[src/verilog/pmd_consts.svh]
// Purpose: Named constants shared by both ends of the data port.
// Assumes: A 50 MHz system clock on both ends.
// Notes:   Definitions only; included by bare name.
`ifndef PMD_CONSTS_SVH
`define PMD_CONSTS_SVH

`define PMD_CLK_HZ        50000000
`define PMD_LCLK100_HZ    25000000
`define PMD_LCLK10_HZ     2500000
`define PMD_HALF100_CYC   (`PMD_CLK_HZ / (2 * `PMD_LCLK100_HZ))
`define PMD_HALF10_CYC    (`PMD_CLK_HZ / (2 * `PMD_LCLK10_HZ))
`define PMD_BLINK10_HZ    10
`define PMD_BLINK20_HZ    20
`define PMD_BLINK10_CYC   (`PMD_CLK_HZ / `PMD_BLINK10_HZ)
`define PMD_BLINK20_CYC   (`PMD_CLK_HZ / `PMD_BLINK20_HZ)
`define PMD_DIV_W         4
`define PMD_BLINK_W       23
`define PMD_SYM_INVALID   5'h04
`define PMD_MASK_MII      4'hf
`define PMD_MASK_RMII     4'h3
`define PMD_MASK_SMII     4'h1
`define PMD_TXV_W         6

`endif

[src/verilog/pmd_pkg.sv]
// Purpose: Types used by the PHY end of the data port and the testbench.
// Assumes: Nothing beyond the constants header.
// Notes:   Holds types only.
package pmd_pkg;
	typedef enum logic [1:0] {
		PMD_MODE_MII  = 2'b00,
		PMD_MODE_RMII = 2'b01,
		PMD_MODE_SMII = 2'b10
	} pmd_ifmode_t;
endpackage : pmd_pkg

[src/verilog/pmd_mii_if.sv]
// Purpose: Media independent data port wires between PHY and MAC.
// Assumes: The PHY end drives both link clocks.
// Notes:   No clocking block; each end samples the clocks itself.
`timescale 1ns/1ps
interface pmd_mii_if;
	logic [3:0] txd;
	logic       tx_en;
	logic       tx_er;
	logic       tx_clk;
	logic [3:0] rxd;
	logic       rx_dv;
	logic       rx_er;
	logic       rx_clk;
	logic       col;
	logic       crs;

	modport phy (
		input  txd, tx_en, tx_er,
		output tx_clk, rxd, rx_dv, rx_er, rx_clk, col, crs
	);
	modport mac (
		output txd, tx_en, tx_er,
		input  tx_clk, rxd, rx_dv, rx_er, rx_clk, col, crs
	);
endinterface : pmd_mii_if

[src/verilog/pmd_phy_end.sv]
// Purpose: PHY end of the data port with its five status indicators.
// Assumes: I_CLK is the 50 MHz system clock; line side is same domain.
// Notes:   Link clocks are divided from I_CLK and driven as outputs.
`include "pmd_consts.svh"
`timescale 1ns/1ps
module pmd_phy_end #(
	parameter logic [`PMD_BLINK_W-1:0] P_BLINK10_CYC =
		`PMD_BLINK_W'(`PMD_BLINK10_CYC),
	parameter logic [`PMD_BLINK_W-1:0] P_BLINK20_CYC =
		`PMD_BLINK_W'(`PMD_BLINK20_CYC)
) (
	input  wire logic        I_CLK,                // System clock.
	input  wire logic        I_RSTN,               // Async reset, low.
	pmd_mii_if.phy           mii,                  // Link to the MAC.
	input  wire logic        I_SPEED_100,          // 1: 100, 0: 10 Mbps.
	input  wire logic        I_DUPLEX_CONTROL_BIT, // 1: full duplex.
	input  pmd_pkg::pmd_ifmode_t I_IF_MODE,        // Interface mode.
	input  wire logic        I_SYMBOL_MODE,        // Five bit symbols.
	input  wire logic        I_LINK_GOOD,          // Good link seen.
	input  wire logic [4:0]  I_LINE_RX_SYM,        // Decoded line data.
	input  wire logic        I_LINE_RX_VALID,      // Line data valid.
	input  wire logic        I_LINE_RX_INVALID,    // Bad line symbol.
	input  wire logic        I_LINE_RX_ACTIVE,     // Receive non-idle.
	input  wire logic        I_LINE_COL,           // Collision seen.
	output logic [4:0]       O_LINE_TX_SYM,        // Symbol to the line.
	output logic             O_LINE_TX_EN,         // Enable or sync.
	output logic             O_LINE_TX_STROBE,     // New symbol, pulse.
	output logic             O_LED_10,             // 10 Mbps indicator.
	output logic             O_LED_100,            // 100 Mbps indicator.
	output logic             O_LED_ACT,            // Activity indicator.
	output logic             O_LED_LINK,           // Link indicator.
	output logic             O_LED_DUPCOL          // Duplex/collision.
);
	localparam logic [`PMD_DIV_W-1:0] HALF100 =
		`PMD_DIV_W'(`PMD_HALF100_CYC - 1);
	localparam logic [`PMD_DIV_W-1:0] HALF10 =
		`PMD_DIV_W'(`PMD_HALF10_CYC - 1);

	function automatic logic [3:0] mode_mask(
		input pmd_pkg::pmd_ifmode_t m
	);
		logic [3:0] r;
		r = `PMD_MASK_MII;
		if (m == pmd_pkg::PMD_MODE_RMII)
			r = `PMD_MASK_RMII;
		else if (m == pmd_pkg::PMD_MODE_SMII)
			r = `PMD_MASK_SMII;
		return r;
	endfunction : mode_mask

	// A blink period restarts from zero whenever its trigger is absent.
	function automatic logic [`PMD_BLINK_W-1:0] blink_step(
		input logic [`PMD_BLINK_W-1:0] c,
		input logic                    run,
		input logic [`PMD_BLINK_W-1:0] period
	);
		logic [`PMD_BLINK_W-1:0] r;
		r = '0;
		if (run && c != period - `PMD_BLINK_W'(1))
			r = c + `PMD_BLINK_W'(1);
		return r;
	endfunction : blink_step

	logic [`PMD_DIV_W-1:0]   div_reg, div_next;
	logic                    lclk_reg;
	logic                    wrap, rise, fall;
	logic [`PMD_TXV_W-1:0]   s1_reg, s2_reg, s3_reg, f_reg, f_next;
	logic [3:0]              tx_mask;
	logic [4:0]              tx_sym;
	logic [4:0]              txsym_reg;
	logic                    txen_reg, txstb_reg;
	logic [3:0]              rxd_reg;
	logic                    rxdv_reg, rxer_reg;
	logic                    col_reg, crs_reg;
	logic                    col_on, crs_next;
	logic [`PMD_BLINK_W-1:0] act_cnt_reg, link_cnt_reg, col_cnt_reg;
	logic                    act_run, link_run;
	logic                    led10_reg, led100_reg, ledact_reg;
	logic                    ledlink_reg, leddup_reg;

	// One divider makes both link clocks, so rx_clk runs always.
	assign wrap = div_reg == (I_SPEED_100 ? HALF100 : HALF10);
	assign div_next = wrap ? '0 : div_reg + `PMD_DIV_W'(1);
	assign rise = wrap & ~lclk_reg;
	assign fall = wrap & lclk_reg;

	always_ff @(posedge I_CLK or negedge I_RSTN) begin
		if (!I_RSTN) begin
			div_reg  <= '0;
			lclk_reg <= 1'b0;
		end else begin
			div_reg  <= div_next;
			lclk_reg <= lclk_reg ^ wrap;
		end
	end

	// Transmit pins cross from the MAC's domain through three stages.
	assign f_next = (~(s2_reg ^ s3_reg) & s3_reg) |
		((s2_reg ^ s3_reg) & f_reg);

	always_ff @(posedge I_CLK or negedge I_RSTN) begin
		if (!I_RSTN) begin
			s1_reg <= '0;
			s2_reg <= '0;
			s3_reg <= '0;
			f_reg  <= '0;
		end else begin
			s1_reg <= {mii.tx_er, mii.tx_en, mii.txd};
			s2_reg <= s1_reg;
			s3_reg <= s2_reg;
			f_reg  <= f_next;
		end
	end

	assign tx_mask = mode_mask(I_IF_MODE);
	// Bit 4 is tx_er only in symbol mode; a flagged error at 100 Mbps
	// replaces the data so the far end sees a coding violation.
	assign tx_sym = I_SYMBOL_MODE ? {f_reg[5], f_reg[3:0] & tx_mask} :
		(I_SPEED_100 && f_reg[5] && f_reg[4]) ? `PMD_SYM_INVALID :
		{1'b0, f_reg[3:0] & tx_mask};

	// The MAC's lines are sampled as the link clock rises.
	always_ff @(posedge I_CLK or negedge I_RSTN) begin
		if (!I_RSTN) begin
			txsym_reg <= 5'h00;
			txen_reg  <= 1'b0;
			txstb_reg <= 1'b0;
		end else begin
			txstb_reg <= rise;
			if (rise) begin
				txsym_reg <= tx_sym;
				txen_reg  <= f_reg[4];
			end
		end
	end

	// Receive lines change as the link clock falls, half a period
	// before the MAC samples them.
	always_ff @(posedge I_CLK or negedge I_RSTN) begin
		if (!I_RSTN) begin
			rxd_reg  <= 4'h0;
			rxdv_reg <= 1'b0;
			rxer_reg <= 1'b0;
		end else if (fall) begin
			rxd_reg  <= I_LINE_RX_SYM[3:0] & tx_mask;
			rxer_reg <= I_SYMBOL_MODE ? I_LINE_RX_SYM[4] :
				I_LINE_RX_INVALID;
			rxdv_reg <= (I_IF_MODE == pmd_pkg::PMD_MODE_RMII) ?
				(I_LINE_RX_VALID | I_LINE_RX_ACTIVE) :
				I_LINE_RX_VALID;
		end
	end

	// Collision and carrier are not tied to a link clock edge; one
	// register stage keeps the outputs glitch free.
	assign col_on = I_LINE_COL & ~I_DUPLEX_CONTROL_BIT;
	assign crs_next = I_LINE_RX_ACTIVE |
		(~I_DUPLEX_CONTROL_BIT & txen_reg);

	always_ff @(posedge I_CLK or negedge I_RSTN) begin
		if (!I_RSTN) begin
			col_reg <= 1'b0;
			crs_reg <= 1'b0;
		end else begin
			col_reg <= col_on;
			crs_reg <= crs_next;
		end
	end

	assign act_run  = I_LINE_RX_ACTIVE & ~I_LINE_COL;
	assign link_run = I_LINE_RX_ACTIVE | txen_reg;

	always_ff @(posedge I_CLK or negedge I_RSTN) begin
		if (!I_RSTN) begin
			act_cnt_reg  <= '0;
			link_cnt_reg <= '0;
			col_cnt_reg  <= '0;
		end else begin
			act_cnt_reg  <= blink_step(act_cnt_reg, act_run,
				P_BLINK10_CYC);
			link_cnt_reg <= blink_step(link_cnt_reg, link_run,
				P_BLINK10_CYC);
			col_cnt_reg  <= blink_step(col_cnt_reg, col_on,
				P_BLINK20_CYC);
		end
	end

	// Each blinking indicator is lit in the first half of its period.
	always_ff @(posedge I_CLK or negedge I_RSTN) begin
		if (!I_RSTN) begin
			led10_reg   <= 1'b0;
			led100_reg  <= 1'b0;
			ledact_reg  <= 1'b0;
			ledlink_reg <= 1'b0;
			leddup_reg  <= 1'b0;
		end else begin
			led10_reg   <= ~I_SPEED_100;
			led100_reg  <= I_SPEED_100;
			ledact_reg  <= act_run &
				(act_cnt_reg < (P_BLINK10_CYC >> 1));
			ledlink_reg <= I_LINK_GOOD & (~link_run |
				(link_cnt_reg < (P_BLINK10_CYC >> 1)));
			leddup_reg  <= I_DUPLEX_CONTROL_BIT | (col_on &
				(col_cnt_reg < (P_BLINK20_CYC >> 1)));
		end
	end

	assign mii.tx_clk       = lclk_reg;
	assign mii.rx_clk       = lclk_reg;
	assign mii.rxd          = rxd_reg;
	assign mii.rx_dv        = rxdv_reg;
	assign mii.rx_er        = rxer_reg;
	assign mii.col          = col_reg;
	assign mii.crs          = crs_reg;
	assign O_LINE_TX_SYM    = txsym_reg;
	assign O_LINE_TX_EN     = txen_reg;
	assign O_LINE_TX_STROBE = txstb_reg;
	assign O_LED_10         = led10_reg;
	assign O_LED_100        = led100_reg;
	assign O_LED_ACT        = ledact_reg;
	assign O_LED_LINK       = ledlink_reg;
	assign O_LED_DUPCOL     = leddup_reg;
endmodule : pmd_phy_end

[src/flat_wrapper.sv]
// flat-port wrapper written by rule: the top's interface ports become plain ports
module pmd_phy_end_flat 
#(
	parameter logic [`PMD_BLINK_W-1:0] P_BLINK10_CYC =
		`PMD_BLINK_W'(`PMD_BLINK10_CYC),
	parameter logic [`PMD_BLINK_W-1:0] P_BLINK20_CYC =
		`PMD_BLINK_W'(`PMD_BLINK20_CYC)
)
  (I_CLK, I_RSTN, I_SPEED_100, I_DUPLEX_CONTROL_BIT, I_IF_MODE, I_SYMBOL_MODE, I_LINK_GOOD, I_LINE_RX_SYM, I_LINE_RX_VALID, I_LINE_RX_INVALID, I_LINE_RX_ACTIVE, I_LINE_COL, O_LINE_TX_SYM, O_LINE_TX_EN, O_LINE_TX_STROBE, O_LED_10, O_LED_100, O_LED_ACT, O_LED_LINK, O_LED_DUPCOL, mii_txd, mii_tx_en, mii_tx_er, mii_tx_clk, mii_rxd, mii_rx_dv, mii_rx_er, mii_rx_clk, mii_col, mii_crs);
  pmd_mii_if mii_i ();
  input  wire logic I_CLK;
  input  wire logic I_RSTN;
  input  wire logic I_SPEED_100;
  input  wire logic I_DUPLEX_CONTROL_BIT;
  input  pmd_pkg::pmd_ifmode_t I_IF_MODE;
  input  wire logic I_SYMBOL_MODE;
  input  wire logic I_LINK_GOOD;
  input  wire logic [4:0] I_LINE_RX_SYM;
  input  wire logic I_LINE_RX_VALID;
  input  wire logic I_LINE_RX_INVALID;
  input  wire logic I_LINE_RX_ACTIVE;
  input  wire logic I_LINE_COL;
  output logic [4:0] O_LINE_TX_SYM;
  output logic O_LINE_TX_EN;
  output logic O_LINE_TX_STROBE;
  output logic O_LED_10;
  output logic O_LED_100;
  output logic O_LED_ACT;
  output logic O_LED_LINK;
  output logic O_LED_DUPCOL;
  input wire logic [$bits(mii_i.txd)-1:0] mii_txd;
  input wire logic [$bits(mii_i.tx_en)-1:0] mii_tx_en;
  input wire logic [$bits(mii_i.tx_er)-1:0] mii_tx_er;
  output wire logic [$bits(mii_i.tx_clk)-1:0] mii_tx_clk;
  output wire logic [$bits(mii_i.rxd)-1:0] mii_rxd;
  output wire logic [$bits(mii_i.rx_dv)-1:0] mii_rx_dv;
  output wire logic [$bits(mii_i.rx_er)-1:0] mii_rx_er;
  output wire logic [$bits(mii_i.rx_clk)-1:0] mii_rx_clk;
  output wire logic [$bits(mii_i.col)-1:0] mii_col;
  output wire logic [$bits(mii_i.crs)-1:0] mii_crs;
  assign mii_i.txd = mii_txd;
  assign mii_i.tx_en = mii_tx_en;
  assign mii_i.tx_er = mii_tx_er;
  assign mii_tx_clk = mii_i.tx_clk;
  assign mii_rxd = mii_i.rxd;
  assign mii_rx_dv = mii_i.rx_dv;
  assign mii_rx_er = mii_i.rx_er;
  assign mii_rx_clk = mii_i.rx_clk;
  assign mii_col = mii_i.col;
  assign mii_crs = mii_i.crs;
  pmd_phy_end #(.P_BLINK10_CYC(P_BLINK10_CYC), .P_BLINK20_CYC(P_BLINK20_CYC)) u_core (.I_CLK(I_CLK), .I_RSTN(I_RSTN), .mii(mii_i), .I_SPEED_100(I_SPEED_100), .I_DUPLEX_CONTROL_BIT(I_DUPLEX_CONTROL_BIT), .I_IF_MODE(I_IF_MODE), .I_SYMBOL_MODE(I_SYMBOL_MODE), .I_LINK_GOOD(I_LINK_GOOD), .I_LINE_RX_SYM(I_LINE_RX_SYM), .I_LINE_RX_VALID(I_LINE_RX_VALID), .I_LINE_RX_INVALID(I_LINE_RX_INVALID), .I_LINE_RX_ACTIVE(I_LINE_RX_ACTIVE), .I_LINE_COL(I_LINE_COL), .O_LINE_TX_SYM(O_LINE_TX_SYM), .O_LINE_TX_EN(O_LINE_TX_EN), .O_LINE_TX_STROBE(O_LINE_TX_STROBE), .O_LED_10(O_LED_10), .O_LED_100(O_LED_100), .O_LED_ACT(O_LED_ACT), .O_LED_LINK(O_LED_LINK), .O_LED_DUPCOL(O_LED_DUPCOL));
endmodule
[config.mk]
export PLATFORM = sky130hd
export DESIGN_NAME = pmd_phy_end_flat
export DESIGN_NICKNAME = d
export VERILOG_FILES = /design/src/verilog/pmd_pkg.sv /design/src/verilog/pmd_mii_if.sv /design/src/verilog/pmd_phy_end.sv /design/src/flat_wrapper.sv
export VERILOG_INCLUDE_DIRS = /design/src /design/src/verilog
export SDC_FILE = /design/constraint.sdc
export NUM_CORES = 1
export LEC_CHECK = 0
export BUFFER_PORTS_ARGS = -buffer_cell sky130_fd_sc_hd__buf_2
export CAP_MARGIN = 10
export CORE_UTILIZATION = 55
export CTS_CLUSTER_DIAMETER = 200
export DETAILED_ROUTE_END_ITERATION = 8
export PLACE_DENSITY_LB_ADDON = 0.25
export SLEW_MARGIN = 10
export SYNTH_ARGS = -nofsm -noshare
export SYNTH_HDL_FRONTEND = slang
export SYNTH_SLANG_ARGS = --single-unit
[constraint.sdc]
create_clock -name I_CLK -period 2.7 [get_ports I_CLK]
set_input_delay 0.27 -clock I_CLK [delete_from_list [all_inputs] [get_ports I_CLK]]
set_output_delay 0.27 -clock I_CLK [all_outputs]
set_load 0.05 [all_outputs]
## After elaboration in Yosys (flattened, before gate mapping)

Index checks and enable logic that the tools add are counted.
Widths: inputs -> output; s select.

- Bits in registers: 118
- Input bits: 23

- Add/sub/neg operators: 4
- $lt $le $gt $ge: 3
- Equality and inequality tests: 6
- Multiplexer cells: 11
- Bitwise gates (word level): 26
- Reductions and logical operators: 5

Operators with widths:

| operator | number |
|---|---|
| $add 23x1->23 const B | 3 |
| $mux 23 | 3 |
| $lt 23x22->1 const B | 2 |
| $ne 23x23->1 const B | 2 |
| $lt 23x21->1 const B | 1 |
| $ne 23x22->1 const B | 1 |
| $mux 4 | 5 |
| $and 6x6->6 | 2 |
| $and 1x1->1 | 8 |
| $and 4x4->4 | 2 |
| $not 6->6 | 1 |
| $or 6x6->6 | 1 |
| $xor 6x6->6 | 1 |
| $logic_and 1x1->1 | 5 |
| $mux 5 | 1 |
| $not 1->1 | 5 |
| $or 1x1->1 | 5 |
| $add 4x1->4 const B | 1 |
| $eq 4x4->1 | 1 |
| $eq 2x1->1 const B | 1 |
| $eq 2x2->1 const B | 1 |
| $mux 1 | 2 |
| $xor 1x1->1 | 1 |

## Depth between registers and ports, before layout

Gate-level depths: netlist (run 1).

- Depth after elaboration: 6
- Gate-level depth with buffers: 7

## Worst setup path before layout (run 1)

Ideal clock, no wire load.

- Path type: register to register
- From: register u_core.div_reg[0]
- To: register u_core.txsym_reg[3], in the netlist u_core.O_LINE_TX_SYM[3]
- Setup time: 0.082 ns
- Data arrival time: 1.948 ns
- Setup slack: 0.669 ns
- Cell stages (with the launch flop): 7
- Path buffers: 1
- Period minus slack after synthesis: 2.031 ns
- Path through: dfrtp_1 or3_1 a211oi_1 ha_1 clkbuf_1 nand3_1 o22ai_1

- Longest elaborated chain between the ends: 2

Ends and longest elaborated chain:

| what | RTL line | source |
|---|---|---|
| start, declared | pmd_phy_end.sv:64 | `` logic [`PMD_DIV_W-1:0] div_reg, div_next; `` |
| start signal, assigned | pmd_phy_end.sv:92 | `div_reg <= div_next;` |
| $eq 4x4->1 | pmd_phy_end.sv:82 | `assign wrap = div_reg == (I_SPEED_100 ? HALF100 : HALF10);` |
| $and 1x1->1 | pmd_phy_end.sv:84 | `assign rise = wrap & ~lclk_reg;` |
| via u_core.rise | pmd_phy_end.sv:66 | `logic wrap, rise, fall;` |
| end signal, assigned | pmd_phy_end.sv:131 | `txsym_reg <= tx_sym;` |
| end, declared | pmd_phy_end.sv:70 | `logic [4:0] txsym_reg;` |

The timed path passes the listed nets, and every way through them passes these cells.
A chain may end at the register's enable or synchronous reset.

## Worst setup path after layout (run 1)

- From: input port I_SPEED_100
- To: register u_core.txsym_reg[1], in the netlist u_core.O_LINE_TX_SYM[1]

- Elaborated cells between the ends (all ways): 7
- Those cells by class: eq/ne: 1; mux: 3; bitwise: 1; reduce/logical: 2

RTL lines:

| what | RTL line | source |
|---|---|---|
| start, declared | flat_wrapper.sv:13 | `input wire logic I_SPEED_100;` |
| $mux 4 | pmd_phy_end.sv:82 |  |
| $eq 4x4->1 | pmd_phy_end.sv:82 |  |
| $and 1x1->1 | pmd_phy_end.sv:84 |  |
| via u_core.rise | pmd_phy_end.sv:66 |  |

The timed path passes the listed nets, and every way through them passes these cells.

==> results.py, run 1 <==
metrics = {
    "job": {
        "maxCapViolations": 0,
    },
    "pwr": {
        "total_power_mw": 5.41,
        "leakage_nw": 2.79,
        "power_density_mw_per_mm2": 837,
        "ir_worst_vdd_mv": 0.583,
    },
    "floorplan": {
        "io_pins": 45,
        "core.rowCount": 35,
        "die_y_um": 101,
        "dieArea_sq_mm": 0.0102,
        "start_util_pct": 57.5,
        "coreArea_sq_mm": 0.00937,
        "dieWidth_um": 101,
    },
    "drt": {
        "detail-route-antenna-nets": 0,
        "vias_per_cell": 5.77,
        "drt_pass1_iterations": 5,
        "route.detailed.drc": 0,
        "drt-initial-drc-count": 240,
        "totalWireLength_um": 11300,
        "vias": 4192,
        "wl_per_cell_um": 15.5,
    },
    "logic_synthesis": {
        "synth_nets": 559,
        "syn-instance-count": 528,
        "async_reset_ff_share_pct": 100,
        "ys_types": 46,
        "syn_area_sq_mm": 0.00539,
        "ys_warn_count": 0,
        "synth_edf_count": 0,
        "yosys-top-cells-area": "dfrtp_1 55%, xnor2_1 4.2%, nor2_1 4.1%, a21oi_1 3.2%, nand3_1 3.1%",
        "syn-mean-instance-area_sq_um": 10.2,
        "yosysTopAreaCellShare_pct": 54.8,
        "synthFlopType": "dfrtp_1",
        "ys_seq_area_share_pct": 54.8,
        "synth_area_leader_cell": "dfrtp_1",
        "synth-seq-cells": 118,
    },
    "global_route": {
        "grt_use_total_pct": 24.4,
        "grt_overflow": 0,
        "antenna_found_initial": 0,
        "grt_pass1_vias": 4128,
        "grt_pass1_wl_um": 19100,
        "grt_max_degree": 62,
    },
    "worst_setup_path": {
        "cp_cell_sequence": "dlygate4sd3_1, buf_2, inv_1, or3_1, a211oi_1, ha_1, buf_4, nand3b_1, o22ai_1",
        "cp-end-kind": "flip-flop",
        "rr_worst_depth": 5,
        "r2r_end": "u_core.col_cnt_reg[22]",
        "crit_buf_inv": 4,
        "cp-start-kind": "input pin",
        "max_stage_delay_ns": 0.55,
        "r2r-start": "u_core.col_cnt_reg[0]",
        "cp_top_family": "buffers and inverters",
        "required_ns": 3.13,
        "crit_fanout": 11,
        "slowest_stage": "a211oi_1",
        "cp.arrival_ns": 2.60,
        "reg2reg_slack_ns": 0.56,
        "critPathKind": "in -> reg",
    },
    "layout": {
        "drive_above_1_share_pct": 14.0,
        "instances_no_fill": 727,
        "fin_util_pct": 69.1,
        "area_growth_pct": 20.2,
        "final_cell_area_sq_mm": 0.00647,
        "nNetsFinal": 616,
        "diodes": 0,
    },
    "place": {
        "port_buffers": 44,
        "place_area_sq_mm": 0.00572,
        "place_congestion": 0.837,
        "dp_cells": 683,
        "hpwl_um": 7170,
        "post-place-ws_ns": 0.563,
    },
    "timing": {
        "fmax_mhz": 462,
        "relSlewSlack_pct": 45.5,
        "tightest_slew_ns": 0.818,
        "skew_ns": 0.00584,
        "rsz0062_at_grt": "false",
        "finalMaxSlewViolations": 0,
        "min_period_over_period_pct": 80.2,
        "fin_hold_ws_ns": 0.0181,
        "fin_setup_tns_ns": 0,
        "setup_viol": 0,
        "fin_crit_ns": 2.17,
        "hold_violations": 0,
        "finalWorstSetupSlack_ns": 0.534,
    },
    "min_path": {
        "hold_class": "in -> reg",
        "hold_path_depth": 3,
        "hold_start": "I_LINE_RX_SYM[2]",
        "hold_end": "u_core.mii.rxd[2]",
    },
    "clock_tree": {
        "cts.clk_slew.worst_paths_ns": 0.05,
        "clk_root_buffer_cell": "clkbuf_8",
        "cts_buffers": 17,
        "clk_latency_ns": 0.51,
        "post_cts_buffers": 0,
        "htree_levels": 4,
        "clock-sinks": 118,
        "cts_tree": "built",
        "cts_buffer_depth": 2,
    },
    "outcome": {
        "outcome": "completed",
    },
}
==> power by group <==
group          total [mW]  internal (mW)  switching [mW]  leakage [nW]
clock                2.37           1.61           0.754         0.318
combinational       0.939          0.259           0.680         0.934
sequential           2.11           1.96           0.147          1.54
total                5.41           3.83            1.58          2.79
==> cell usage in the layout, fill, tap and decap left out, types with 3 or more instances in the layout <==
master and count:
dfrtp_1 118, nor3_1 17, xnor2_1 26, or3_1 16, clkbuf_8 6, maj3_1 6, o31ai_1 7, and3_1 10
clkbuf_16 16, nand3_1 33, xor2_1 15, and2_1 3, nor4b_1 3, dlygate4sd3_1 12, nand4_1 14, and4_1 8
o21ai_0 26, or4_1 10, o22ai_1 3, nor4_1 10, clkinv_2 5, inv_1 24, nand2_1 21, a41o_1 3
ha_1 8, a21oi_1 34, bufinv_16 4, buf_2 43, nor2_1 59, nand4b_1 4, buf_4 5
==> Yosys cell counts (2+ instances only) <==
cell type	instances
a211oi_1	2
a21oi_1	34
a31oi_1	2
a41o_1	3
and2_1	3
and3_1	10
and4_1	8
buf_2	5
buf_4	2
clkbuf_1	15
dfrtp_1	118
ha_1	8
inv_1	24
maj3_1	6
mux2_2	2
mux2i_1	2
nand2_1	21
nand2b_1	2
nand3_1	33
nand3b_1	2
nand4_1	14
nand4_2	2
nand4b_1	4
nor2_1	59
nor3_1	17
nor3b_1	2
nor4_1	10
nor4b_1	3
o211a_1	2
o21ai_0	26
o22ai_1	3
o31ai_1	7
or3_1	16
or4_1	10
xnor2_1	26
xor2_1	15
==> metal layers <==
metal | global-route usage [%] | share of wire [%]
met1 | 30.1 | 44
met3 | 6.66 | 4.3
met5 | 0 | 0
met4 | 9.81 | 1.3
met2 | 40.8 | 51
==> what timing repair did <==
action / CTS / global route
gates resized for setup: 0 / 0
endpoints found under the hold margin: 62 / 0
hold buffers: 12 / 0
==> worst reg2reg max path: stages (launching register included) <==
cell	delay (ns)
dfrtp_1	0.41
ha_1	0.25
nand4_2	0.21
or4_1	0.69
or3_1	0.39
a21oi_1	0.14
==> how the worst max path moves through the flow <==
| stage | startpoint | to | slack, ns | cells after the start |
|---|---|---|---|---|
| after floorplan | u_core.div_reg[0] | u_core.O_LINE_TX_SYM[3] | 0.67 | 6 |
| after global placement | I_SPEED_100 | u_core.mii.rxd[0] | 0.64 | 6 |
| after detailed placement | I_SPEED_100 | u_core.O_LINE_TX_SYM[1] | 0.56 | 8 |
| after CTS | u_core.col_cnt_reg[0] | u_core.col_cnt_reg[22] | 0.55 | 5 |
| after global routing | u_core.act_cnt_reg[0] | u_core.act_cnt_reg[22] | 0.41 | 5 |
| final | I_SPEED_100 | u_core.O_LINE_TX_SYM[1] | 0.53 | 9 |
==> logic make-up after synthesis <==
| logic type | count (synthesis) | synth area share, % |
|---|---|---|
| simple gates | 220 | 22.1 |
| flops | 118 | 54.8 |
| fa+ha+maj | 14 | 2.97 |
| compound gates | 84 | 9.11 |
| mux | 4 | 0.790 |
| buf+inv | 47 | 3.53 |
| xor+xnor | 41 | 6.67 |
==> layout make-up <==
type | instances | area, sq um
clock buffers | 23 | 487
repair buffers | 61 | 393
multi-input cells | 363 | 2240
inverters | 24 | 90.1
clock inverters | 9 | 145
fillers | 738 | 2900
well taps | 129 | 161
flip-flops and latches | 118 | 2950
Note: power is estimated with default switching activity, not from simulation.
==> run 2, diff against run 1 <==
CORE_UTILIZATION = 54   (was 55)
clock period = 1.75 ns   (was 2.7 ns; I/O delays follow)
==> run 2 against run 1 <==
Effect of this change: the run now ends with setup timing left; non-clock buffer count is 73 higher; first-iteration DRC count is 9.2% higher; critical path depth is 5 lower; worst hold slack better by 0.0030 ns; cell count is 11% higher; clock skew is 0.0010 ns lower; global-route usage is 2.6 points higher; die area is 1.8% higher; register-to-register slack worse by 0.61 ns; core utilization is 5.9 points higher.
==> results.py, run 2 (synthesized netlist as in run 1, its figures left out) <==
metrics = {
    "outcome": {
        "outcome": "finished, violations left",
        "violations": "setup timing",
    },
    "job": {
        "maxCapViolations": 0,
    },
    "timing": {
        "rsz0062_at_grt": "true",
        "fin_crit_ns": 1.80,
        "tightest_slew_ns": 0.484,
        "min_period_over_period_pct": 103,
        "finalMaxSlewViolations": 0,
        "fmax_mhz": 556,
        "hold_violations": 0,
        "relSlewSlack_pct": 67.4,
        "finalWorstSetupSlack_ns": -0.0486,
        "skew_ns": 0.00482,
        "setup_viol": 8,
    },
    "worst_setup_path": {
        "cp.arrival_ns": 2.20,
        "cp-end-kind": "flip-flop",
        "required_ns": 2.15,
        "cp-start-kind": "flip-flop",
        "critPathKind": "reg -> reg",
        "crit_fanout": 3,
    },
    "drt": {
        "vias_per_cell": 5.84,
        "totalWireLength_um": 13600,
        "route.detailed.drc": 0,
        "wl_per_cell_um": 16.9,
        "vias": 4699,
        "drt_pass1_iterations": 5,
        "drt-initial-drc-count": 262,
        "detail-route-antenna-nets": 0,
    },
    "clock_tree": {
        "clock-sinks": 118,
        "cts_buffer_depth": 2,
        "cts.clk_slew.worst_paths_ns": 0.06,
        "htree_levels": 4,
        "clk_latency_ns": 0.52,
        "cts_buffers": 17,
        "cts_tree": "built",
        "clk_root_buffer_cell": "clkbuf_8",
    },
    "place": {
        "post-place-ws_ns": -0.0872,
        "port_buffers": 44,
        "place_area_sq_mm": 0.00624,
        "place_congestion": 0.861,
        "hpwl_um": 8280,
    },
    "layout": {
        "drive_above_1_share_pct": 27.1,
        "final_cell_area_sq_mm": 0.00730,
        "layout_commonest_cell": "dfrtp_1",
        "area_growth_pct": 35.5,
        "diodes": 0,
        "nNetsFinal": 689,
        "final_cell_mix": "117 x dfrtp_1, 63 x buf_4, 57 x nor2_1",
    },
    "global_route": {
        "grt_max_degree": 45,
        "grt_overflow": 0,
        "grt_pass1_wl_um": 21400,
        "antenna_found_initial": 0,
        "grt_use_total_pct": 27.0,
        "grt_pass1_vias": 4541,
    },
    "floorplan": {
        "coreArea_sq_mm": 0.00973,
        "dieWidth_um": 102,
        "dieArea_sq_mm": 0.0104,
        "start_util_pct": 55.3,
        "die_y_um": 102,
        "io_pins": 45,
        "core.rowCount": 36,
    },
    "min_path": {
        "hold_class": "in -> reg",
    },
    "pwr": {
        "power_density_mw_per_mm2": 1190,
        "ir_worst_vdd_mv": 0.850,
        "total_power_mw": 8.71,
        "leakage_nw": 3.21,
    },
}
## run 2: path summary, 6_finish.rpt
check	startpoint	end	slack [ns]	cells past startpoint
worst min register to register	u_core.s1_reg[3]	u_core.s2_reg[3]	0.35	0
worst max-delay path	u_core.div_reg[0]	u_core.mii.rxd[0]	-0.05	4
worst max register to register	u_core.div_reg[0]	u_core.mii.rxd[0]	-0.05	4
max in group asynchronous	I_RSTN	u_core.link_cnt_reg[13]	1.00	3
min in group asynchronous	I_RSTN	u_core.col_cnt_reg[13]	0.17	2
worst min-delay path	I_LINE_RX_SYM[4]	u_core.mii.rx_er	0.02	3
## run 2: critical path, stage by stage (launching register included)
cell and delay [ns]:
dfrtp_1 0.39, or3_4 0.39, a211oi_4 0.34, ha_2 0.27
mux2_4 0.30
## run 2: cell type report
type                       instances  area [sq um]
inverter                          24          90.1
sequential                       118          2950
clock inverter                    11           170
multi-input combinational        363          2430
tap                              133           166
fill                             678          2430
clock buffer                      21           459
timing repair buffer             134          1020
## run 2: per-stage QoR
stage	util (%)	cells	hold slack, ns	setup TNS [ns]
detailed placement	64.2	744	0.155	-0.244
floorplan	-	528	-0.121	-0.0330
global placement	64.2	744	0.154	-0.0412
finish	75.0	804	0.0211	-0.209
CTS	72.9	796	0.0170	-0.0271
global route	75.0	804	0.0284	-0.674
## run 2: layer usage
metal / share of wire [%] / wire length (um) / global-route usage (%)
met2: 50 / 6830 / 44.7
met1: 43 / 5810 / 33.7
met5: 0 / 0 / 0
met3: 4.8 / 650 / 7.11
met4: 2.1 / 282 / 11.4
## run 2: timing repair
action,CTS,global route
setup buffers,2,5
gates cloned,0,3
resized for setup,6,35
pin swaps,2,10
setup endpoints to repair,20,62
hold buffers,18,0
hold endpoints to repair,48,0
## run 2: power by group
| part | switching, mW | leakage, nW | total (mW) | internal, mW |
|---|---|---|---|---|
| logic | 1.18 | 1.37 | 1.79 | 0.607 |
| clock network | 1.23 | 0.313 | 3.66 | 2.43 |
| registers | 0.243 | 1.54 | 3.26 | 3.02 |
| total | 2.65 | 3.21 | 8.71 | 6.06 |
